==> src/uart_rx_pkg.sv <==
// Purpose: Shared constants and types for the serial receive path with address detection.
// Assumes: One 10 MHz clock; AXI4-Lite registers, one aligned 32-bit word each. Notes: the rules follow.
// Contract
// - High-speed select 0 oversamples at 16x and decides bits by majority.
// - High-speed select 1 oversamples at 4x and decides from one sample.
// - After the stop bit the character moves into the FIFO if not full.
// - Reception happens only while receive enable, status bit 12, is set.
// - FIFO holds 8 words of 9 bits, head readable through a register.
// - A full FIFO does not stop shifting in the next character.
// - Character completing into a full FIFO sets overrun, status bit 1, and is lost.
// - While overrun is set no FIFO writes happen; software clears it.
// - Stop bit sampled low sets framing error, status bit 2.
// - Parity error, status bit 3, reports head word mismatch; meaningless in 9-bit mode.
// - Framing and parity status are stored per word and shown with it.
// - Select field at status bits 7:6 picks the receive interrupt condition.
// - Receive interrupt flag stays set while the selected condition holds.
// - Receiver idle, status bit 4, is set while the shift register is empty; the code sets it while the state is RX_IDLE.
// - Data available, status bit 0, is set while the FIFO holds a word.
// - Address detect, status bit 5, drops ninth-bit-0 words in 9-bit mode only.
// - Data and parity select 11 at mode bits 2:1 picks 9-bit, no parity.
// - An address character with address detect on always raises the interrupt.
// - Match address bits 23:16 and auto match bit 24 select following data words.
// - In 16x mode each bit is sampled at edges 7, 8 and 9.
// - In 4x mode each bit is sampled once at mid-bit.
// - Clearing module enable aborts reception and resets; configuration is kept.
package uart_rx_pkg;
  localparam int ADDR_W = 8;
  localparam logic [ADDR_W-1:0] MODE_OFS = 8'h00;
  localparam logic [ADDR_W-1:0] STAT_OFS = 8'h04;
  localparam logic [ADDR_W-1:0] HEAD_OFS = 8'h08;
  localparam logic [ADDR_W-1:0] BAUD_OFS = 8'h0C;
  localparam logic [ADDR_W-1:0] IFLAG_OFS = 8'h10;
  localparam int MODE_ON_BIT = 15;
  localparam int MODE_HS_BIT = 3;
  localparam int MODE_PD_LSB = 1;
  localparam int MODE_STOP_BIT = 0;
  localparam int STAT_DA_BIT = 0;
  localparam int STAT_OVR_BIT = 1;
  localparam int STAT_FRAMING_ERROR_FLAG_BIT = 2;
  localparam int STAT_PARITY_ERROR_FLAG_BIT = 3;
  localparam int STAT_IDLE_BIT = 4;
  localparam int STAT_ADEN_BIT = 5;
  localparam int STAT_ISEL_LSB = 6;
  localparam int STAT_RXEN_BIT = 12;
  localparam int STAT_ADDR_LSB = 16;
  localparam int STAT_AUTO_BIT = 24;
  localparam int IFLAG_RX_BIT = 0;
  localparam logic [31:0] MODE_RST = 32'h0000_0000;
  localparam logic [31:0] MODE_WMASK = 32'h0000_800F;
  localparam logic [31:0] STAT_RST = 32'h0000_0000;
  localparam logic [31:0] STAT_WMASK = 32'h01FF_10E0;
  localparam logic [15:0] BAUD_RST = 16'h0000;
  localparam logic [3:0] EDGE_MAJ_A = 4'h7;
  localparam logic [3:0] EDGE_MAJ_B = 4'h8;
  localparam logic [3:0] EDGE_MAJ_C = 4'h9;
  localparam logic [3:0] EDGE_HS_MID = 4'h2;
  localparam logic [3:0] EDGE_HS_LAST = 4'h4;
  localparam logic [1:0] PD_8_EVEN = 2'h1;
  localparam logic [1:0] PD_8_ODD = 2'h2;
  localparam logic [1:0] PD_9_NONE = 2'h3;
  localparam logic [3:0] ISEL_LVL_HALF = 4'h4;
  localparam logic [3:0] ISEL_LVL_3Q = 4'h6;
  localparam logic [1:0] RESP_OKAY = 2'h0;
  localparam logic [1:0] RESP_SLVERR = 2'h2;
  typedef enum logic [2:0] {RX_IDLE, RX_START, RX_DATA, RX_PARITY, RX_STOP} rx_state_t;
endpackage

==> src/rx_fifo_if.sv <==
// Purpose: Carries the push, pop and status signals between receiver and its FIFO.
// Assumes: One clock domain; entries are {parity error, framing error, 9 data bits}.
// Notes: The receiver owns push, wdata, pop and flush; the FIFO owns the rest.
`timescale 1ns/1ps
`default_nettype none
interface rx_fifo_if #(parameter int WIDTH = 11, parameter int DEPTH = 8);
  logic push;
  logic [WIDTH-1:0] wdata;
  logic pop;
  logic flush;
  logic [WIDTH-1:0] rdata;
  logic full;
  logic empty;
  logic [$clog2(DEPTH):0] count;
  modport producer (output push, output wdata, output pop, output flush,
                    input rdata, input full, input empty, input count);
  modport store (input push, input wdata, input pop, input flush,
                 output rdata, output full, output empty, output count);
endinterface
`default_nettype wire

==> src/rx_bit_sampler.sv <==
// Purpose: Decides each received bit level from the oversampled line.
// Assumes: restart pulses at the falling edge that opens a character.
// Notes: bit_valid pulses once per bit period with the decided level.
`timescale 1ns/1ps
`default_nettype none
module rx_bit_sampler
(
  input wire logic sys_clk,
  input wire logic srst,
  input wire logic os_tick,
  input wire logic restart,
  input wire logic high_speed_select,
  input wire logic line,
  output logic bit_valid,
  output logic bit_val
);
  logic [3:0] cnt_q;
  logic samp_a_q;
  logic samp_b_q;
  wire [3:0] edge_no = 4'(cnt_q + 4'h1);
  wire wrap = high_speed_select && (edge_no == uart_rx_pkg::EDGE_HS_LAST);
  wire [3:0] cnt_d = (restart || wrap) ? 4'h0 : edge_no;
  wire majority = (samp_a_q & samp_b_q) | (samp_a_q & line) | (samp_b_q & line);
  wire hs_hit = high_speed_select && (edge_no == uart_rx_pkg::EDGE_HS_MID);
  wire ls_hit = !high_speed_select && (edge_no == uart_rx_pkg::EDGE_MAJ_C);
  always_ff @(posedge sys_clk)
  begin
    if (srst || restart)
    begin
      cnt_q <= 4'h0;
      samp_a_q <= 1'b1;
      samp_b_q <= 1'b1;
      bit_valid <= 1'b0;
      bit_val <= 1'b1;
    end
    else if (os_tick)
    begin
      cnt_q <= cnt_d;
      samp_a_q <= (edge_no == uart_rx_pkg::EDGE_MAJ_A) ? line : samp_a_q;
      samp_b_q <= (edge_no == uart_rx_pkg::EDGE_MAJ_B) ? line : samp_b_q;
      bit_valid <= hs_hit || ls_hit;
      bit_val <= hs_hit ? line : majority;
    end
    else
    begin
      bit_valid <= 1'b0;
    end
  end
endmodule
`default_nettype wire

==> src/rx_fifo.sv <==
// Purpose: Receive FIFO holding each word with its error status.
// Assumes: Push is never asserted while full; pop is never asserted while empty.
// Notes: Flush empties the store in one cycle.
`timescale 1ns/1ps
`default_nettype none
module rx_fifo #(parameter int WIDTH = 11, parameter int DEPTH = 8)
(
  input wire logic sys_clk,
  input wire logic srst,
  rx_fifo_if.store f
);
  localparam int PW = $clog2(DEPTH);
  logic [WIDTH-1:0] mem [DEPTH];
  logic [PW-1:0] wr_ptr_q;
  logic [PW-1:0] rd_ptr_q;
  logic [PW:0] count_q;
  wire do_push = f.push && !f.full;
  wire do_pop = f.pop && !f.empty;
  assign f.rdata = mem[rd_ptr_q];
  assign f.full = (count_q == (PW+1)'(DEPTH));
  assign f.empty = (count_q == '0);
  assign f.count = count_q;
  always_ff @(posedge sys_clk)
  begin
    if (do_push)
    begin
      mem[wr_ptr_q] <= f.wdata;
    end
  end
  always_ff @(posedge sys_clk)
  begin
    if (srst || f.flush)
    begin
      wr_ptr_q <= '0;
      rd_ptr_q <= '0;
      count_q <= '0;
    end
    else
    begin
      wr_ptr_q <= do_push ? PW'(wr_ptr_q + 1'b1) : wr_ptr_q;
      rd_ptr_q <= do_pop ? PW'(rd_ptr_q + 1'b1) : rd_ptr_q;
      count_q <= (PW+1)'(count_q + (PW+1)'(do_push) - (PW+1)'(do_pop));
    end
  end
endmodule
`default_nettype wire

==> src/uart_rx_top.sv <==
// Purpose: Serial receive path with FIFO, error status, receive interrupt and address matching.
// Assumes: serial_in_pin is synchronous to sys_clk; the baud divisor sets the oversample tick.
// Notes: Registers answer over AXI4-Lite; unmapped addresses answer SLVERR.
`timescale 1ns/1ps
`default_nettype none
module uart_rx_top #(parameter int FIFO_DEPTH = 8, parameter int DATA_W = 9)
(
  input wire logic sys_clk,
  input wire logic srst,
  input wire logic [uart_rx_pkg::ADDR_W-1:0] awaddr,
  input wire logic awvalid,
  output logic awready,
  input wire logic [31:0] wdata,
  input wire logic [3:0] wstrb,
  input wire logic wvalid,
  output logic wready,
  output logic [1:0] bresp,
  output logic bvalid,
  input wire logic bready,
  input wire logic [uart_rx_pkg::ADDR_W-1:0] araddr,
  input wire logic arvalid,
  output logic arready,
  output logic [31:0] rdata,
  output logic [1:0] rresp,
  output logic rvalid,
  input wire logic rready,
  input wire logic serial_in_pin,
  output logic rx_irq_flag
);
  localparam int EW = DATA_W + 2;

  function automatic logic [31:0] merge_strb(input logic [31:0] old, input logic [31:0] nw,
                                             input logic [3:0] strb, input logic [31:0] mask);
    logic [31:0] m;
    m = {{8{strb[3]}}, {8{strb[2]}}, {8{strb[1]}}, {8{strb[0]}}} & mask;
    return (old & ~m) | (nw & m);
  endfunction

  rx_fifo_if #(.WIDTH(EW), .DEPTH(FIFO_DEPTH)) fif ();

  rx_fifo #(.WIDTH(EW), .DEPTH(FIFO_DEPTH)) u_fifo
  (
    .sys_clk(sys_clk),
    .srst(srst),
    .f(fif.store)
  );

  logic [31:0] mode_q;
  logic [31:0] stat_q;
  logic [15:0] baud_q;
  logic overrun_flag_q;
  logic matched_q;
  logic [15:0] div_q;
  logic os_tick_q;
  logic line_q;
  uart_rx_pkg::rx_state_t state_q;
  logic [DATA_W-1:0] rx_shift_reg_q;
  logic [3:0] bit_idx_q;
  logic stop_idx_q;
  logic par_bit_q;
  logic framing_error_flag_q;
  logic aw_got_q;
  logic w_got_q;
  logic [uart_rx_pkg::ADDR_W-1:0] aw_addr_q;
  logic [31:0] w_data_q;
  logic [3:0] w_strb_q;
  logic bit_valid;
  logic bit_val;

  // Configuration fields.
  wire module_on = mode_q[uart_rx_pkg::MODE_ON_BIT];
  wire high_speed_select = mode_q[uart_rx_pkg::MODE_HS_BIT];
  wire [1:0] data_parity_select = mode_q[uart_rx_pkg::MODE_PD_LSB +: 2];
  wire stop_count_select = mode_q[uart_rx_pkg::MODE_STOP_BIT];
  wire rx_enable_bit = stat_q[uart_rx_pkg::STAT_RXEN_BIT];
  wire address_detect_enable = stat_q[uart_rx_pkg::STAT_ADEN_BIT];
  wire [1:0] rx_irq_select = stat_q[uart_rx_pkg::STAT_ISEL_LSB +: 2];
  wire [7:0] match_addr = stat_q[uart_rx_pkg::STAT_ADDR_LSB +: 8];
  wire auto_match_enable = stat_q[uart_rx_pkg::STAT_AUTO_BIT];
  wire nine_bit = (data_parity_select == uart_rx_pkg::PD_9_NONE);
  wire parity_on = (data_parity_select == uart_rx_pkg::PD_8_EVEN) ||
                   (data_parity_select == uart_rx_pkg::PD_8_ODD);
  wire run = module_on && rx_enable_bit;

  // Oversampling tick from the divisor.
  wire div_hit = (div_q == baud_q);

  always_ff @(posedge sys_clk)
  begin
    if (srst || !run)
    begin
      div_q <= 16'h0000;
      os_tick_q <= 1'b0;
    end
    else
    begin
      div_q <= div_hit ? 16'h0000 : 16'(div_q + 16'h0001);
      os_tick_q <= div_hit;
    end
  end

  // Start detection on the falling edge of the idle-high line.
  wire start_edge = run && (state_q == uart_rx_pkg::RX_IDLE) && line_q && !serial_in_pin;

  rx_bit_sampler u_sampler
  (
    .sys_clk(sys_clk),
    .srst(srst),
    .os_tick(os_tick_q),
    .restart(start_edge),
    .high_speed_select(high_speed_select),
    .line(serial_in_pin),
    .bit_valid(bit_valid),
    .bit_val(bit_val)
  );

  // Character assembly.
  wire [3:0] last_idx = nine_bit ? 4'h8 : 4'h7;
  wire [DATA_W-1:0] shift_in = {bit_val, rx_shift_reg_q[DATA_W-1:1]};
  wire last_stop = !stop_count_select || stop_idx_q;
  wire complete = (state_q == uart_rx_pkg::RX_STOP) && bit_valid && last_stop;
  wire framing_error_flag_now = framing_error_flag_q || !bit_val;
  wire [DATA_W-1:0] word = nine_bit ? rx_shift_reg_q : {1'b0, rx_shift_reg_q[DATA_W-1:1]};
  wire par_sum = ^word[7:0] ^ par_bit_q;
  wire parity_error_flag_now = parity_on &&
                  ((data_parity_select == uart_rx_pkg::PD_8_EVEN) ? par_sum : !par_sum);

  // Address filtering in 9-bit mode.
  wire aden_eff = address_detect_enable && nine_bit;
  wire addr_char = nine_bit && word[8];
  wire addr_hit = (word[7:0] == match_addr);
  wire keep_word = !aden_eff ? 1'b1 :
                   (addr_char ? !auto_match_enable : (auto_match_enable && matched_q));
  wire addr_event = complete && aden_eff && addr_char;
  wire store_try = complete && keep_word;
  wire overflow = store_try && (fif.full || overrun_flag_q);

  always_ff @(posedge sys_clk)
  begin
    if (srst || !run)
    begin
      state_q <= uart_rx_pkg::RX_IDLE;
      rx_shift_reg_q <= '0;
      bit_idx_q <= 4'h0;
      stop_idx_q <= 1'b0;
      par_bit_q <= 1'b0;
      framing_error_flag_q <= 1'b0;
      line_q <= 1'b1;
    end
    else
    begin
      line_q <= serial_in_pin;
      case (state_q)
        uart_rx_pkg::RX_IDLE:
        begin
          if (start_edge)
          begin
            state_q <= uart_rx_pkg::RX_START;
          end
        end
        uart_rx_pkg::RX_START:
        begin
          if (bit_valid)
          begin
            state_q <= bit_val ? uart_rx_pkg::RX_IDLE : uart_rx_pkg::RX_DATA;
            bit_idx_q <= 4'h0;
            stop_idx_q <= 1'b0;
            framing_error_flag_q <= 1'b0;
          end
        end
        uart_rx_pkg::RX_DATA:
        begin
          if (bit_valid)
          begin
            rx_shift_reg_q <= shift_in;
            bit_idx_q <= 4'(bit_idx_q + 4'h1);
            if (bit_idx_q == last_idx)
            begin
              state_q <= parity_on ? uart_rx_pkg::RX_PARITY : uart_rx_pkg::RX_STOP;
            end
          end
        end
        uart_rx_pkg::RX_PARITY:
        begin
          if (bit_valid)
          begin
            par_bit_q <= bit_val;
            state_q <= uart_rx_pkg::RX_STOP;
          end
        end
        uart_rx_pkg::RX_STOP:
        begin
          if (bit_valid)
          begin
            framing_error_flag_q <= framing_error_flag_now;
            stop_idx_q <= 1'b1;
            if (last_stop)
            begin
              state_q <= uart_rx_pkg::RX_IDLE;
            end
          end
        end
        default:
        begin
          state_q <= uart_rx_pkg::RX_IDLE;
        end
      endcase
    end
  end

  // Bus write path: address and data are taken in either order.
  wire aw_fire = awvalid && awready;
  wire w_fire = wvalid && wready;
  wire aw_have = aw_got_q || aw_fire;
  wire w_have = w_got_q || w_fire;
  wire [uart_rx_pkg::ADDR_W-1:0] wr_addr = aw_got_q ? aw_addr_q : awaddr;
  wire [31:0] wr_data = w_got_q ? w_data_q : wdata;
  wire [3:0] wr_strb = w_got_q ? w_strb_q : wstrb;
  wire do_write = aw_have && w_have && !bvalid;
  wire wr_mode = do_write && (wr_addr == uart_rx_pkg::MODE_OFS);
  wire wr_stat = do_write && (wr_addr == uart_rx_pkg::STAT_OFS);
  wire wr_baud = do_write && (wr_addr == uart_rx_pkg::BAUD_OFS);
  wire wr_iflag = do_write && (wr_addr == uart_rx_pkg::IFLAG_OFS);
  wire wr_head = do_write && (wr_addr == uart_rx_pkg::HEAD_OFS);
  wire wr_ok = wr_mode || wr_stat || wr_baud || wr_iflag || wr_head;
  wire ovr_clear = wr_stat && wr_strb[0] && !wr_data[uart_rx_pkg::STAT_OVR_BIT];
  wire irq_clear = wr_iflag && wr_strb[0] && !wr_data[uart_rx_pkg::IFLAG_RX_BIT];
  wire aw_hold_d = aw_have && !do_write;
  wire w_hold_d = w_have && !do_write;
  wire bvalid_d = do_write || (bvalid && !bready);

  // Bus read path; reading the head pops the FIFO.
  wire ar_fire = arvalid && arready;
  wire [EW-1:0] head = fif.empty ? '0 : fif.rdata;
  wire [31:0] stat_view = (stat_q & uart_rx_pkg::STAT_WMASK) |
                          (32'(!fif.empty) << uart_rx_pkg::STAT_DA_BIT) |
                          (32'(overrun_flag_q) << uart_rx_pkg::STAT_OVR_BIT) |
                          (32'(head[DATA_W]) << uart_rx_pkg::STAT_FRAMING_ERROR_FLAG_BIT) |
                          (32'(head[DATA_W+1]) << uart_rx_pkg::STAT_PARITY_ERROR_FLAG_BIT) |
                          (32'(state_q == uart_rx_pkg::RX_IDLE) << uart_rx_pkg::STAT_IDLE_BIT);
  wire rd_mode = (araddr == uart_rx_pkg::MODE_OFS);
  wire rd_stat = (araddr == uart_rx_pkg::STAT_OFS);
  wire rd_head = (araddr == uart_rx_pkg::HEAD_OFS);
  wire rd_baud = (araddr == uart_rx_pkg::BAUD_OFS);
  wire rd_iflag = (araddr == uart_rx_pkg::IFLAG_OFS);
  wire rd_ok = rd_mode || rd_stat || rd_head || rd_baud || rd_iflag;
  wire [31:0] rd_word = rd_mode ? mode_q :
                        rd_stat ? stat_view :
                        rd_head ? 32'(head[DATA_W-1:0]) :
                        rd_baud ? 32'(baud_q) :
                        rd_iflag ? 32'(rx_irq_flag) : 32'h0000_0000;

  // FIFO control.
  assign fif.push = store_try && !overflow && run;
  assign fif.wdata = {parity_error_flag_now, framing_error_flag_now, word};
  assign fif.pop = ar_fire && rd_head && !fif.empty;
  assign fif.flush = !module_on || (ovr_clear && overrun_flag_q && !overflow);

  // Receive interrupt condition.
  wire irq_cond = (rx_irq_select == 2'h1) ? (fif.count >= 4'(uart_rx_pkg::ISEL_LVL_HALF)) :
                  (rx_irq_select == 2'h2) ? (fif.count >= 4'(uart_rx_pkg::ISEL_LVL_3Q)) :
                  !fif.empty;

  always_ff @(posedge sys_clk)
  begin
    if (srst)
    begin
      mode_q <= uart_rx_pkg::MODE_RST;
      stat_q <= uart_rx_pkg::STAT_RST;
      baud_q <= uart_rx_pkg::BAUD_RST;
      overrun_flag_q <= 1'b0;
      matched_q <= 1'b0;
      rx_irq_flag <= 1'b0;
    end
    else
    begin
      if (wr_mode)
      begin
        mode_q <= merge_strb(mode_q, wr_data, wr_strb, uart_rx_pkg::MODE_WMASK);
      end
      if (wr_stat)
      begin
        stat_q <= merge_strb(stat_q, wr_data, wr_strb, uart_rx_pkg::STAT_WMASK);
      end
      if (wr_baud)
      begin
        baud_q <= 16'(merge_strb(32'(baud_q), wr_data, wr_strb, 32'h0000_FFFF));
      end
      if (!module_on)
      begin
        overrun_flag_q <= 1'b0;
        matched_q <= 1'b0;
        rx_irq_flag <= 1'b0;
      end
      else
      begin
        overrun_flag_q <= overflow || (overrun_flag_q && !ovr_clear);
        if (complete && aden_eff && addr_char && auto_match_enable)
        begin
          matched_q <= addr_hit;
        end
        rx_irq_flag <= irq_cond || addr_event || (rx_irq_flag && !irq_clear);
      end
    end
  end

  always_ff @(posedge sys_clk)
  begin
    if (srst)
    begin
      aw_got_q <= 1'b0;
      w_got_q <= 1'b0;
      aw_addr_q <= '0;
      w_data_q <= 32'h0000_0000;
      w_strb_q <= 4'h0;
      awready <= 1'b0;
      wready <= 1'b0;
      bvalid <= 1'b0;
      bresp <= uart_rx_pkg::RESP_OKAY;
    end
    else
    begin
      aw_got_q <= aw_hold_d;
      w_got_q <= w_hold_d;
      aw_addr_q <= aw_fire ? awaddr : aw_addr_q;
      w_data_q <= w_fire ? wdata : w_data_q;
      w_strb_q <= w_fire ? wstrb : w_strb_q;
      awready <= !aw_hold_d && !bvalid_d;
      wready <= !w_hold_d && !bvalid_d;
      bvalid <= bvalid_d;
      bresp <= do_write ? (wr_ok ? uart_rx_pkg::RESP_OKAY : uart_rx_pkg::RESP_SLVERR) : bresp;
    end
  end

  always_ff @(posedge sys_clk)
  begin
    if (srst)
    begin
      arready <= 1'b0;
      rvalid <= 1'b0;
      rdata <= 32'h0000_0000;
      rresp <= uart_rx_pkg::RESP_OKAY;
    end
    else if (ar_fire)
    begin
      arready <= 1'b0;
      rvalid <= 1'b1;
      rdata <= rd_word;
      rresp <= rd_ok ? uart_rx_pkg::RESP_OKAY : uart_rx_pkg::RESP_SLVERR;
    end
    else if (rvalid && rready)
    begin
      rvalid <= 1'b0;
      arready <= 1'b1;
    end
    else
    begin
      arready <= !rvalid;
    end
  end
endmodule
`default_nettype wire

==> config.mk <==
export PLATFORM = sky130hd
export DESIGN_NAME = uart_rx_top
export DESIGN_NICKNAME = d
export VERILOG_FILES = /design/src/uart_rx_pkg.sv /design/src/rx_fifo_if.sv /design/src/rx_bit_sampler.sv /design/src/rx_fifo.sv /design/src/uart_rx_top.sv
export SDC_FILE = /design/constraint.sdc
export NUM_CORES = 1
export LEC_CHECK = 0
export BUFFER_PORTS_ARGS = -buffer_cell sky130_fd_sc_hd__buf_2
export CORE_UTILIZATION = 40
export CTS_BUF_LIST = sky130_fd_sc_hd__clkbuf_16
export DETAILED_ROUTE_END_ITERATION = 6
export PLACE_DENSITY = 0.59
export SLEW_MARGIN = 30
export SYNTH_ARGS = -nofsm -noshare
export SYNTH_HDL_FRONTEND = slang
export SYNTH_SLANG_ARGS = --single-unit
==> constraint.sdc <==
create_clock -name sys_clk -period 7.24 [get_ports sys_clk]
set_clock_uncertainty 0.15 [all_clocks]
set_input_delay 0.362 -clock sys_clk [delete_from_list [all_inputs] [get_ports sys_clk]]
set_output_delay 0.362 -clock sys_clk [all_outputs]
set_load 0.01 [all_outputs]
=== Word level (Yosys, flattened, before mapping) ===
Memories as Yosys holds them, arrays and structs flattened. A register that Yosys moved wholly into a read port is not among the register bits.
Index checks and enable logic that the tools add are counted.
Widths: inputs -> output; s select.

* $add $sub $neg: 7
* $mul: 0
* Div/mod/pow operators: 0
* $lt $le $gt $ge: 2
* Equality and inequality tests: 33
* Shift operators: 0
* Muxes and demuxes: 45
* Bitwise logic cells: 25
* Reductions and logical operators: 113

{| class="wikitable"
|+ Operators by type and width
! cell !! count
|-
| $and 32x32->32 || 2
|-
| $mux 32 || 2
|-
| $or 32x32->32 || 2
|-
| $logic_and 1x1->1 || 48
|-
| $and 16x16->16 || 2
|-
| $and 32x16->32 || 1
|-
| $and 32x25->32 || 1
|-
| $eq 8x4->1 const B || 4
|-
| $mux 16 || 2
|-
| $not 16->32 || 1
|-
| $not 25->32 || 1
|-
| $mux 3 || 10
|-
| $mux 25 || 1
|-
| $or 25x1->25 || 1
|-
| $or 25x2->25 || 1
|-
| $or 25x3->25 || 1
|-
| $or 25x4->25 || 1
|-
| $or 25x5->25 || 1
|-
| $logic_or 1x1->1 || 24
|-
| $logic_not 1->1 || 22
|-
| $mux 4 || 5
|-
| $add 16x1->16 const B || 1
|-
| $eq 16x16->1 || 1
|-
| $eq 8x3->1 const B || 2
|-
| other kinds (41) || 88
|}

* Bits in registers: 225
* Bits in latches: 0
* Memory bits (writable): 88
* Memory bits (read-only): 0
* Output and inout bits: 42
* Memories kept: 1

{| class="wikitable"
|+ Memory list
! memory !! depth !! width !! read ports !! clocked after memory_dff !! write ports !! RTL line !! RTL
|-
| u_fifo.mem || 8 || 11 || 1 || 1 || 1 || rx_fifo.sv:13 || <nowiki>logic [WIDTH-1:0] mem [DEPTH];</nowiki>
|}

=== Logic depth before layout (Yosys ltp) ===
Gate-level depths: netlist of run 1.

* Depth in word-level cells: 13
* Depth in mapped cells: 13
* Mapped depth without buffers: 13

=== By module ===
From an unflattened synthesis of run 1, not the netlist that was laid out.

* Cell total of the unflattened synthesis: 1087
* Area, all modules: 11579.9 sq um

{| class="wikitable"
|+ Modules (own cells, without submodules)
! module !! instances !! cells each !! area an instance (sq um) !! seq. area each (sq um)
|-
| uart_rx_top || 1 || 815 || 6932.9 || 2902.8
|-
| rx_fifo || 1 || 207 || 4092.7 || 2902.8
|-
| rx_bit_sampler || 1 || 65 || 554.3 || 160.2
|}

=== Worst setup path after synthesis of run 1 ===
Ideal clock, no wire load.

* Path kind: register to register
* Start point: register state_q[0]
* End point: memory u_fifo.mem[2][0], enable pin
* Setup time: 396 ps
* Arrival time: 2536 ps
* Path slack: 4159 ps
* Cell stages (with the launch flop): 7
* Path buffers: 1
* Clock period less this slack: 3081 ps
* Cell sequence: dfxtp_1 clkbuf_1 nor3b_1 nand3_1 nor3_1 nand2b_1 nor3b_1

* Longest elaborated chain between the ends: 11

{| class="wikitable"
|+ RTL lines
! item !! RTL line !! RTL
|-
| start, declared || uart_rx_top.sv:56 || <nowiki>uart_rx_pkg::rx_state_t state_q;</nowiki>
|-
| start signal, assigned || uart_rx_top.sv:142 || <nowiki>state_q <= uart_rx_pkg::RX_IDLE;</nowiki>
|-
| start signal, assigned || uart_rx_top.sv:158 || <nowiki>state_q <= uart_rx_pkg::RX_START;</nowiki>
|-
| start signal, assigned || uart_rx_top.sv:165 || <nowiki>state_q <= bit_val ? uart_rx_pkg::RX_IDLE : uart_rx_pkg::RX_DATA;</nowiki>
|-
| $eq 3x3->1 (*) || uart_rx_top.sv:121 || <nowiki>wire complete = (state_q == uart_rx_pkg::RX_STOP) && bit_valid && last_stop;</nowiki>
|-
| $logic_and 1x1->1 (*) (2 in a row) || uart_rx_top.sv:121 ||
|-
| $logic_and 1x1->1 (*) || uart_rx_top.sv:135 || <nowiki>wire store_try = complete && keep_word;</nowiki>
|-
| $logic_and 1x1->1 || uart_rx_top.sv:136 || <nowiki>wire overflow = store_try && (fif.full || overrun_flag_q);</nowiki>
|-
| $logic_not 1->1 || uart_rx_top.sv:254 || <nowiki>assign fif.push = store_try && !overflow && run;</nowiki>
|-
| $logic_and 1x1->1 (*) (2 in a row) || uart_rx_top.sv:254 ||
|-
| $logic_and 1x1->1 (*) || rx_fifo.sv:17 || <nowiki>wire do_push = f.push && !f.full;</nowiki>
|-
| net u_fifo.do_push || rx_fifo.sv:17 ||
|-
| $mux 1 (*) || rx_fifo.sv:25 || <nowiki>if (do_push)</nowiki>
|-
| $mux 1 (not written as such) (*) || rx_fifo.sv:27 || <nowiki>mem[wr_ptr_q] <= f.wdata;</nowiki>
|-
| end, declared || rx_fifo.sv:13 ||
|}

The timed path passes the listed nets; every way through them passes the cells marked *.

=== Worst setup path after layout of run 1 ===
* Start point: register state_q[1]
* End point: memory u_fifo.mem[2][0], enable pin

Same word-level chain as after synthesis.

==> run metrics, run 1 <==
Main synth FF type=sky130_fd_sc_hd__dfxtp_1; gate count after technology mapping=between 1000 and 1500; dpl cell area=roughly 12000 µm²; TritonCTS buffer count=28; path class of the lowest-slack min-delay path=input pin to register; DRC violation count after routing=0; number of max-capacitance violations reported=0; DR vias=8643; number of placed instances with taps included=roughly 1500; Port Buffer Count=85; Yosys warnings=0; vias in the first global route=~8000; global-route wire length before repair=roughly 45000 µm; detail-routed net length per standard cell=between 15 and 20 µm; die outline height=172 µm; vias per std cell=5.33; count of antenna-violating nets left after detailed routing=0; startpoint kind of the worst setup timing path=register; Pwr Density=225 nW/µm²; Site Rows=between 60 and 70; worst slew slack as a fraction of its limit=0.458; clock sink count=254; die boundary width=roughly 170 µm; highest net fanout along the worst path=19; most used cell, CP=sky130_fd_sc_hd__nor3b_1; pin count of the biggest net entering global routing=60; cell area after synthesis=roughly 12000 µm²; signal arrival time at the worst endpoint=3.51 ns; Fmax=around 300 MHz; area taken by flip-flops and latches=slightly below 6000 µm²; highest-count cells in the layout ignoring fill and taps=sky130_fd_sc_hd__dfxtp_1, sky130_fd_sc_hd__nand2_1, sky130_fd_sc_hd__a21oi_1; Min Clock Period, post-route=approximately 3.4 ns; filler instances=between 2000 and 3000; number of buffers inserted by post-CTS setup repair=0; area of combinational cells with multiple inputs=~5200 µm²; status=completed; leakage power=approximately 4.8 nW; R2R setup slack=approximately 3.8 ns; Antenna diodes=0; Clock transition at path regs=about 0.06 ns; Global Route met2 Usage=0.309; final std cells w/o fill=roughly 1600; final global-route overflow total=0; buffers from clock root to sink, at most=3; floorplan die area=29500 µm²; final weighted congestion in routability-driven placement=0.810; setup repair after global routing missed its margin=false; DRT Pass-1 Iters=7; WHS Path Cells=3; kind of cell adding the most delay to the critical path=simple AND/OR/NAND/NOR gates; setup TNS=0 ns; Clock Root Buffer=sky130_fd_sc_hd__clkbuf_16; Worst-Margin Slew=0.812 ns; final-stage net count=roughly 1300; most frequent standard cell in the layout excluding fill and tap cells=sky130_fd_sc_hd__dfxtp_1; count of cells along the worst register-to-register path=6; Initial Util=0.410; global-route track usage on met1=0.276; global routing met3 resource utilization=0.0260; average cell area after synthesis=10.3 µm²; number of enable-type register cells in the synthesized netlist=~90; total non-filler cell area in the finished layout=about 14000 µm²; endpoint class of the critical path=register; final period utilization=0.472; Synth Register Bits=between 200 and 300; layout overhead on the synthesized area=17.7%; count of pins on the block boundary=~100; CTS H-tree lvls=1; final wirelength=roughly 29000 µm; final-report setup violation count=0; number of antenna violations at the first check in global routing=0; share of synthesized area occupied by flip-flops and latches=0.518; stage delay of the slowest cell on the critical path=~0.64 ns; power consumption=3.05 mW; peak supply drop=0.000156 V; Iter 0 DRT Violations=~610; share of final-layout standard cells stronger than drive strength 1=0.167; async set-or-reset flop fraction in the synthesized netlist=0; Cell variety after synth=69; TritonCTS clock tree=yes; worst-skew pair later-pin latency=between 0.5 and 0.6 ns; required time of the worst setup path=roughly 7.3 ns; GRT Util Overall=0.194; total count of max-transition violations in the final report=0; logic depth of the worst setup path including buffers=6; Detailed Place HPWL=~19000 µm; hold violation total from the final report=0; Core Footprint=between 20000 and 30000 µm²; classification of the worst setup path=register to register; sequence of cells on the critical path=nor3b_1 > nand3_1 > nor3_1 > nand2b_1 > nor3b_1 > buf_4; critical path's slowest cell=sky130_fd_sc_hd__nor3_1; critical path buffer and inverter count=1; Top Usage Layer GRT=met2
[final timing paths]
path	from	to
worst min register to register	w_data_q[18]	w_data_q[18]
worst max-delay path	state_q[1]	u_fifo.mem[2][0]
worst min-delay path	wstrb[2]	w_strb_q[2]
worst max register to register	state_q[1]	u_fifo.mem[2][0]
[cells in the mapped netlist (all sizes together), types with 22 or more instances]
| cell type | number | area [µm²] |
|---|---|---|
| a21oi | 104 | 521 |
| buf | 27 | 159 |
| clkbuf | 45 | 170 |
| dfxtp | 166 | 3320 |
| edfxtp | 88 | 2640 |
| inv | 24 | 90.1 |
| mux2 | 28 | 315 |
| mux2i | 29 | 290 |
| mux4 | 22 | 495 |
| nand2 | 132 | 495 |
| nand2b | 26 | 163 |
| nand3 | 38 | 190 |
| nor2 | 88 | 330 |
| nor3 | 27 | 145 |
| o21ai | 33 | 165 |
| xnor2 | 22 | 193 |
| xor2 | 32 | 280 |
[power breakdown]
group,switching (mW),total (mW),internal [mW]
sequential,0.0126,1.49,1.48
combinational,0.0936,0.157,0.0633
clock,0.572,1.40,0.828
[cells by family (layout without fill, tap and decap cells)]
logic type	Yosys count	in the layout	share of synthesized area
muxes	79	79	0.0956
AOI/OAI and AO/OA	221	221	0.122
buffers and inverters	96	216	0.0364
and+or+nand+nor	390	390	0.162
adders and majority gates	21	21	0.0232
xor gates and xnor gates	55	55	0.0430
other	1	9	0.000325
DFF	254	254	0.518
[through the flow]
stage / util / hold WS [ns] / setup WS [ns]
detailed placement: 0.436 / 0.293 / 3.80
global route: 0.483 / 0.0359 / 3.40
CTS: 0.482 / 0.00190 / 3.79
floorplan: - / 0.281 / 4.16
finish: 0.483 / 0.0319 / 3.82
global placement: 0.436 / 0.288 / 3.78
[cell type report]
type / instances / share of cell area
sequential: 254 / 0.440
timing repair buffer: 140 / 0.0694
multi-input combinational: 775 / 0.382
tap: 378 / 0.0349
inverter: 24 / 0.00664
clock buffer: 29 / 0.0535
clock inverter: 23 / 0.0133
[tightest hold or removal path, cell delays in order]
cell	delay (ns)
sky130_fd_sc_hd__buf_2	0.17
sky130_fd_sc_hd__nand2_1	0.08
sky130_fd_sc_hd__a21oi_1	0.05
[layer usage]
layer / up-vias / share of wire
li1: 4216 / -
met1: 4212 / 0.47
met2: 177 / 0.47
met3: 38 / 0.045
met4: 0 / 0.022
met5: - / 0
[repair_timing]
item | 4_1_cts | 5_1_grt
resized for setup | 0 | 0
hold buffers | 40 | 0
endpoints found under the setup margin | 0 | 0
endpoints found under the hold margin | 43 | 0
No activity file was read; power rests on OpenSTA's default activity.
==> inputs of run 2 (changes only) <==
ABC_AREA = 1   (was unset)
clock period = 3.25 ns   (was 7.24 ns; I/O delays follow)
==> run metrics, run 2 <==
die outline height=174 µm (was 172 µm); Min Clock Period, post-route=2.81 ns (was 3.42 ns); startpoint kind of the worst setup timing path=register (unchanged); startpoint of the lowest-slack hold path=arvalid (was wstrb[2]); setup repair after global routing missed its margin=false (unchanged); Detailed Place HPWL=20900 µm (was 19300 µm); endpoint class of the critical path=register (unchanged); area fraction of the dominant cell type after synthesis=0.280 (was 0.288); DRC violation count after routing=0 (unchanged); final-report setup violation count=0 (unchanged); worst-skew pair later-pin latency=0.55 ns (was 0.54 ns); pin count of the biggest net entering global routing=49 (was 60); DRT Pass-1 Iters=5 (was 7); Site Rows=62 (was 61); global-route wire length before repair=48600 µm (was 44600 µm); detail-routed net length per standard cell=15.1 µm (was 17.6 µm); Clock Root Buffer=sky130_fd_sc_hd__clkbuf_16 (unchanged); buffers from clock root to sink, at most=3 (unchanged); CTS H-tree lvls=1 (unchanged); Synth Register Bits=254 (unchanged); number of enable-type register cells in the synthesized netlist=88 (unchanged); die boundary width=174 µm (was 172 µm); final std cells w/o fill=2002 (was 1623); final weighted congestion in routability-driven placement=0.846 (was 0.810); total non-filler cell area in the finished layout=14000 µm² (was 13600 µm²); share of final-layout standard cells stronger than drive strength 1=0.132 (was 0.167); GRT Util Overall=0.201 (was 0.194); cell area after synthesis=11900 µm² (was 11500 µm²); highest net fanout along the worst path=17 (was 19); signal arrival time at the worst endpoint=3.08 ns (was 3.51 ns); final setup margin=0.437 ns (was 3.82 ns); filler instances=2835 (was 2679); WHS Path Cells=5 (was 3); Cell variety after synth=47 (was 69); Antenna diodes=0 (unchanged); worst slew slack as a fraction of its limit=0.421 (was 0.458); end point of the most critical hold path=arready (was w_strb_q[2]); path class of the lowest-slack min-delay path=input pin to register (unchanged); vias in the first global route=9326 (was 8012); top cell type by total area after synthesis=sky130_fd_sc_hd__dfxtp_1 (unchanged); vias per std cell=4.87 (was 5.33); count of cells along the worst register-to-register path=11 (was 6); async set-or-reset flop fraction in the synthesized netlist=0 (unchanged); number of buffers inserted by post-CTS setup repair=0 (unchanged); top-count cell post-synth=sky130_fd_sc_hd__nand2_1 (was sky130_fd_sc_hd__dfxtp_1); status=completed (unchanged); final-stage net count=1677 (was 1303); count of pins on the block boundary=102 (unchanged); Pwr Density=481 nW/µm² (was 225 nW/µm²); number of max-capacitance violations reported=0 (unchanged); Clock transition at path regs=0.06 ns (about the same); final wirelength=30100 µm (was 28500 µm); DR vias=9748 (was 8643); average cell area after synthesis=8.08 µm² (was 10.3 µm²); Main synth FF type=sky130_fd_sc_hd__dfxtp_1 (unchanged); R2R setup slack=0.44 ns (was 3.82 ns); gate count after technology mapping=1469 (was 1117); total count of max-transition violations in the final report=0 (unchanged); TritonCTS clock tree=yes (unchanged); TritonCTS buffer count=27 (was 28); clock sink count=254 (unchanged); most common library cells after synthesis=sky130_fd_sc_hd__nand2_1, sky130_fd_sc_hd__nor2_1, sky130_fd_sc_hd__dfxtp_1, sky130_fd_sc_hd__inv_1, sky130_fd_sc_hd__o21ai_0 (was sky130_fd_sc_hd__dfxtp_1, sky130_fd_sc_hd__nand2_1, sky130_fd_sc_hd__a21oi_1, sky130_fd_sc_hd__edfxtp_1, sky130_fd_sc_hd__nor2_1); number of placed instances with taps included=1908 (was 1531); leakage power=5.55 nW (was 4.79 nW); Fmax=356 MHz (was 293 MHz); setup TNS=0 ns (unchanged); Initial Util=0.410 (about the same); layout overhead on the synthesized area=17.7% (about the same); peak supply drop=0.000421 V (was 0.000156 V); Port Buffer Count=85 (unchanged); highest-count cells in the layout ignoring fill and taps=sky130_fd_sc_hd__nand2_1, sky130_fd_sc_hd__nor2_1, sky130_fd_sc_hd__dfxtp_1 (was sky130_fd_sc_hd__dfxtp_1, sky130_fd_sc_hd__nand2_1, sky130_fd_sc_hd__a21oi_1); share of synthesized area occupied by flip-flops and latches=0.502 (was 0.518); dpl cell area=12700 µm² (was 12200 µm²); most frequent standard cell in the layout excluding fill and tap cells=sky130_fd_sc_hd__nand2_1 (was sky130_fd_sc_hd__dfxtp_1); Core Footprint=28900 µm² (was 28100 µm²); number of antenna violations at the first check in global routing=1 (was 0); Worst-Margin Slew=0.868 ns (was 0.812 ns); required time of the worst setup path=3.51 ns (was 7.33 ns); Yosys warnings=0 (unchanged); final global-route overflow total=0 (unchanged); worst setup slack before clock tree synthesis=0.442 ns (was 3.80 ns); hold violation total from the final report=0 (unchanged); count of antenna-violating nets left after detailed routing=0 (unchanged); Iter 0 DRT Violations=626 (was 607); final period utilization=0.866 (was 0.472); floorplan die area=30400 µm² (was 29500 µm²); top post-synthesis cells by area=sky130_fd_sc_hd__dfxtp_1, sky130_fd_sc_hd__edfxtp_1, sky130_fd_sc_hd__nand2_1 (was sky130_fd_sc_hd__dfxtp_1, sky130_fd_sc_hd__edfxtp_1, sky130_fd_sc_hd__a21oi_1); classification of the worst setup path=register to register (unchanged); reg2reg end=u_fifo.f.count[2] (was u_fifo.mem[2][0])
[run 2: worst max path at each step]
stage | endpoint | slack (ns) | depth (start not counted)
after floorplan | u_fifo.mem[0][0] | 0.77 | 9
after global placement | u_fifo.f.count[2] | 0.48 | 11
after detailed placement | u_fifo.f.count[2] | 0.44 | 11
after CTS | u_fifo.f.count[2] | 0.42 | 11
after global routing | u_fifo.mem[4][10] | 0.20 | 10
final | u_fifo.f.count[2] | 0.44 | 11
[run 2: cells by family (layout without fill, tap and decap cells)]
kind of cell / count (synthesis) / after routing / share of synthesized area
compound gates: 274 / 274 / 0.124
xor+xnor: 37 / 37 / 0.0273
fa+ha+maj: 21 / 21 / 0.0226
buf+inv: 222 / 363 / 0.0787
flops: 254 / 254 / 0.502
mux: 9 / 9 / 0.00759
other cells: 1 / 9 / 0.000316
simple gates: 651 / 651 / 0.237
[run 2: final cells by class]
type                       instances  area, µm²  area share
multi-input combinational       1001       5000       0.358
tap                              384        480      0.0344
clock inverter                    23        160      0.0115
inverter                         154        582      0.0416
timing repair buffer             159       1100      0.0790
clock buffer                      27        676      0.0484
sequential                       254       5970       0.427
[run 2: where the power goes]
| group | total, mW | switching, mW | internal, mW |
|---|---|---|---|
| logic | 0.428 | 0.269 | 0.160 |
| registers | 3.36 | 0.0374 | 3.33 |
| clock network | 2.92 | 1.26 | 1.67 |
| total | 6.71 | 1.56 | 5.15 |
[run 2: critical path, cell delays in order (launching register included)]
cell,delay [ns]
sky130_fd_sc_hd__dfxtp_1,0.37
sky130_fd_sc_hd__ha_1,0.57
sky130_fd_sc_hd__nand2_1,0.14
sky130_fd_sc_hd__a21oi_1,0.14
sky130_fd_sc_hd__nand2_1,0.07
sky130_fd_sc_hd__and2_1,0.20
sky130_fd_sc_hd__nand2_2,0.10
sky130_fd_sc_hd__inv_2,0.07
sky130_fd_sc_hd__ha_1,0.24
sky130_fd_sc_hd__fa_1,0.39
sky130_fd_sc_hd__xnor2_1,0.20
sky130_fd_sc_hd__nor2_2,0.05
[run 2: per-layer routing]
layer	GRT usage	share of wire
met1	0.261	0.46
met5	0	0.00030
met2	0.346	0.48
met3	0.0289	0.044
met4	0.0534	0.020
[run 2: timing repair]
action,in CTS,in global routing
hold endpoints to repair,79,0
hold buffers,44,0
resized for setup,0,0
[run 2: per-stage QoR]
step	utilization	total power [mW]	hold slack, ns
2_1_floorplan	-	3.70	0.145
3_3_place_gp	0.439	3.81	0.269
3_5_place_dp	0.439	3.82	0.283
4_1_cts	0.483	6.78	0.00354
5_1_grt	0.483	6.97	0.0112
6_report	0.483	6.71	0.0244
==> inputs of run 3 (changes only) <==
ABC_AREA = unset   (was 1)
==> run metrics, run 3 (synthesis gave the netlist of run 1 again) <==
share of final-layout standard cells stronger than drive strength 1=0.172 (was 0.132); TritonCTS clock tree=yes (unchanged); global-route wire length before repair=45000 µm (was 48600 µm); fraction of the core area covered by cells at the end of the flow=0.491 (was 0.483); Iter 0 DRT Violations=575 (was 626); reg2reg end=u_fifo.mem[0][10] (was u_fifo.f.count[2]); peak supply drop=0.000330 V (was 0.000421 V); total count of max-transition violations in the final report=0 (unchanged); floorplan die area=29500 µm² (was 30400 µm²); hold_ws=0.0272 ns (was 0.0244 ns); Core Footprint=28100 µm² (was 28900 µm²); final wirelength=28800 µm (was 30100 µm); end point of the most critical hold path=rdata[2] (was arready); number of antenna violations at the first check in global routing=1 (unchanged); DRT Pass-1 Iters=6 (was 5); Site Rows=61 (was 62); final setup margin=0.547 ns (was 0.437 ns); setup repair after global routing missed its margin=false (unchanged); most frequent standard cell in the layout excluding fill and tap cells=sky130_fd_sc_hd__dfxtp_1 (was sky130_fd_sc_hd__nand2_1); path class of the lowest-slack min-delay path=input pin to register (unchanged); DRC violation count after routing=0 (unchanged); die boundary width=172 µm (was 174 µm); Clock Root Buffer=sky130_fd_sc_hd__clkbuf_16 (unchanged); TritonCTS buffer count=27 (unchanged); worst setup slack before clock tree synthesis=0.566 ns (was 0.442 ns); endpoint class of the critical path=register (unchanged); startpoint kind of the worst setup timing path=register (unchanged); Detailed Place HPWL=20000 µm (was 20900 µm); hold violation total from the final report=0 (unchanged); Port Buffer Count=85 (unchanged); final std cells w/o fill=1657 (was 2002); WHS Path Cells=4 (was 5); power consumption=6.64 mW (was 6.71 mW); GRT Util Overall=0.196 (was 0.201); layout overhead on the synthesized area=19.7% (was 17.7%); highest-count cells in the layout ignoring fill and taps=sky130_fd_sc_hd__dfxtp_1, sky130_fd_sc_hd__nand2_1, sky130_fd_sc_hd__a21oi_1 (was sky130_fd_sc_hd__nand2_1, sky130_fd_sc_hd__nor2_1, sky130_fd_sc_hd__dfxtp_1); classification of the worst setup path=register to register (unchanged); vias in the first global route=8201 (was 9326); CTS H-tree lvls=1 (unchanged); count of pins on the block boundary=102 (unchanged); filler instances=2628 (was 2835); required time of the worst setup path=3.37 ns (was 3.51 ns); vias per std cell=5.26 (was 4.87); final period utilization=0.832 (was 0.866); Clock transition at path regs=0.06 ns (about the same); Min Clock Period, post-route=2.70 ns (was 2.81 ns); number of max-capacitance violations reported=0 (unchanged); Initial Util=0.410 (about the same); final-stage net count=1338 (was 1677); highest net fanout along the worst path=9 (was 17); leakage power=4.91 nW (was 5.55 nW); count of cells along the worst register-to-register path=5 (was 11); pin count of the biggest net entering global routing=60 (was 49); Pwr Density=481 nW/µm² (about the same); final global-route overflow total=0 (unchanged); R2R setup slack=0.55 ns (was 0.44 ns); die outline height=172 µm (was 174 µm); total non-filler cell area in the finished layout=13800 µm² (was 14000 µm²); worst slew slack as a fraction of its limit=0.459 (was 0.421); setup TNS=0 ns (unchanged); signal arrival time at the worst endpoint=2.82 ns (was 3.08 ns); number of buffers inserted by post-CTS setup repair=0 (unchanged); startpoint of the lowest-slack hold path=araddr[2] (was arvalid); status=completed (unchanged); detail-routed net length per standard cell=17.4 µm (was 15.1 µm); number of placed instances with taps included=1553 (was 1908); final-report setup violation count=0 (unchanged); count of antenna-violating nets left after detailed routing=0 (unchanged); buffers from clock root to sink, at most=3 (unchanged); dpl cell area=12400 µm² (was 12700 µm²); Fmax=370 MHz (was 356 MHz); Worst-Margin Slew=0.800 ns (was 0.868 ns); worst-skew pair later-pin latency=0.54 ns (was 0.55 ns); DR vias=8708 (was 9748); clock sink count=254 (unchanged); final weighted congestion in routability-driven placement=0.854 (was 0.846)
run 3: worst max-delay path, cell delays in order, from the launching register on:
cell and delay (ns):
sky130_fd_sc_hd__dfxtp_1 0.43, sky130_fd_sc_hd__ha_1 0.43, sky130_fd_sc_hd__mux2_2 0.47, sky130_fd_sc_hd__xnor2_1 0.22, sky130_fd_sc_hd__xnor3_1 0.32, sky130_fd_sc_hd__nor2_1 0.41
run 3: final cells by class:
type / count / area [µm²] / share of cell area
inverters: 24 / 90.1 / 0.00653
repair buffers: 176 / 1250 / 0.0904
clock inverters: 21 / 143 / 0.0103
flip-flops and latches: 254 / 5970 / 0.433
multi-input cells: 775 / 5170 / 0.375
clock buffers: 28 / 701 / 0.0508
diodes: 1 / 2.50 / 0.000181
well taps: 378 / 473 / 0.0343
run 3: what timing repair did:
item | 4_1_cts | 5_1_grt
hold buffers | 54 | 0
gates resized for setup | 0 | 0
endpoints found under the hold margin | 78 | 0
run 3: worst max-delay path by stage:
stage | endpoint | slack, ns
2_1_floorplan | u_fifo.mem[2][0] | 0.17
5_1_grt | u_fifo.mem[5][10] | 0.41
3_3_place_gp | u_fifo.mem[6][10] | 0.61
6_report | u_fifo.mem[0][10] | 0.55
3_5_place_dp | u_fifo.mem[0][10] | 0.57
4_1_cts | u_fifo.mem[0][10] | 0.54
run 3: routing by layer:
| metal | wire length, µm | global-route usage | up-vias |
|---|---|---|---|
| li1 | - | - | 4290 |
| met1 | 13300 | 0.275 | 4188 |
| met2 | 13500 | 0.315 | 196 |
| met3 | 1450 | 0.0318 | 34 |
| met4 | 516 | 0.0454 | 0 |
| met5 | 0 | 0 | - |
run 3: report_power, final:
group	internal, mW	switching (mW)
Sequential	3.30	0.0244
Combinational	0.155	0.213
Clock	1.71	1.24
Total	5.16	1.48
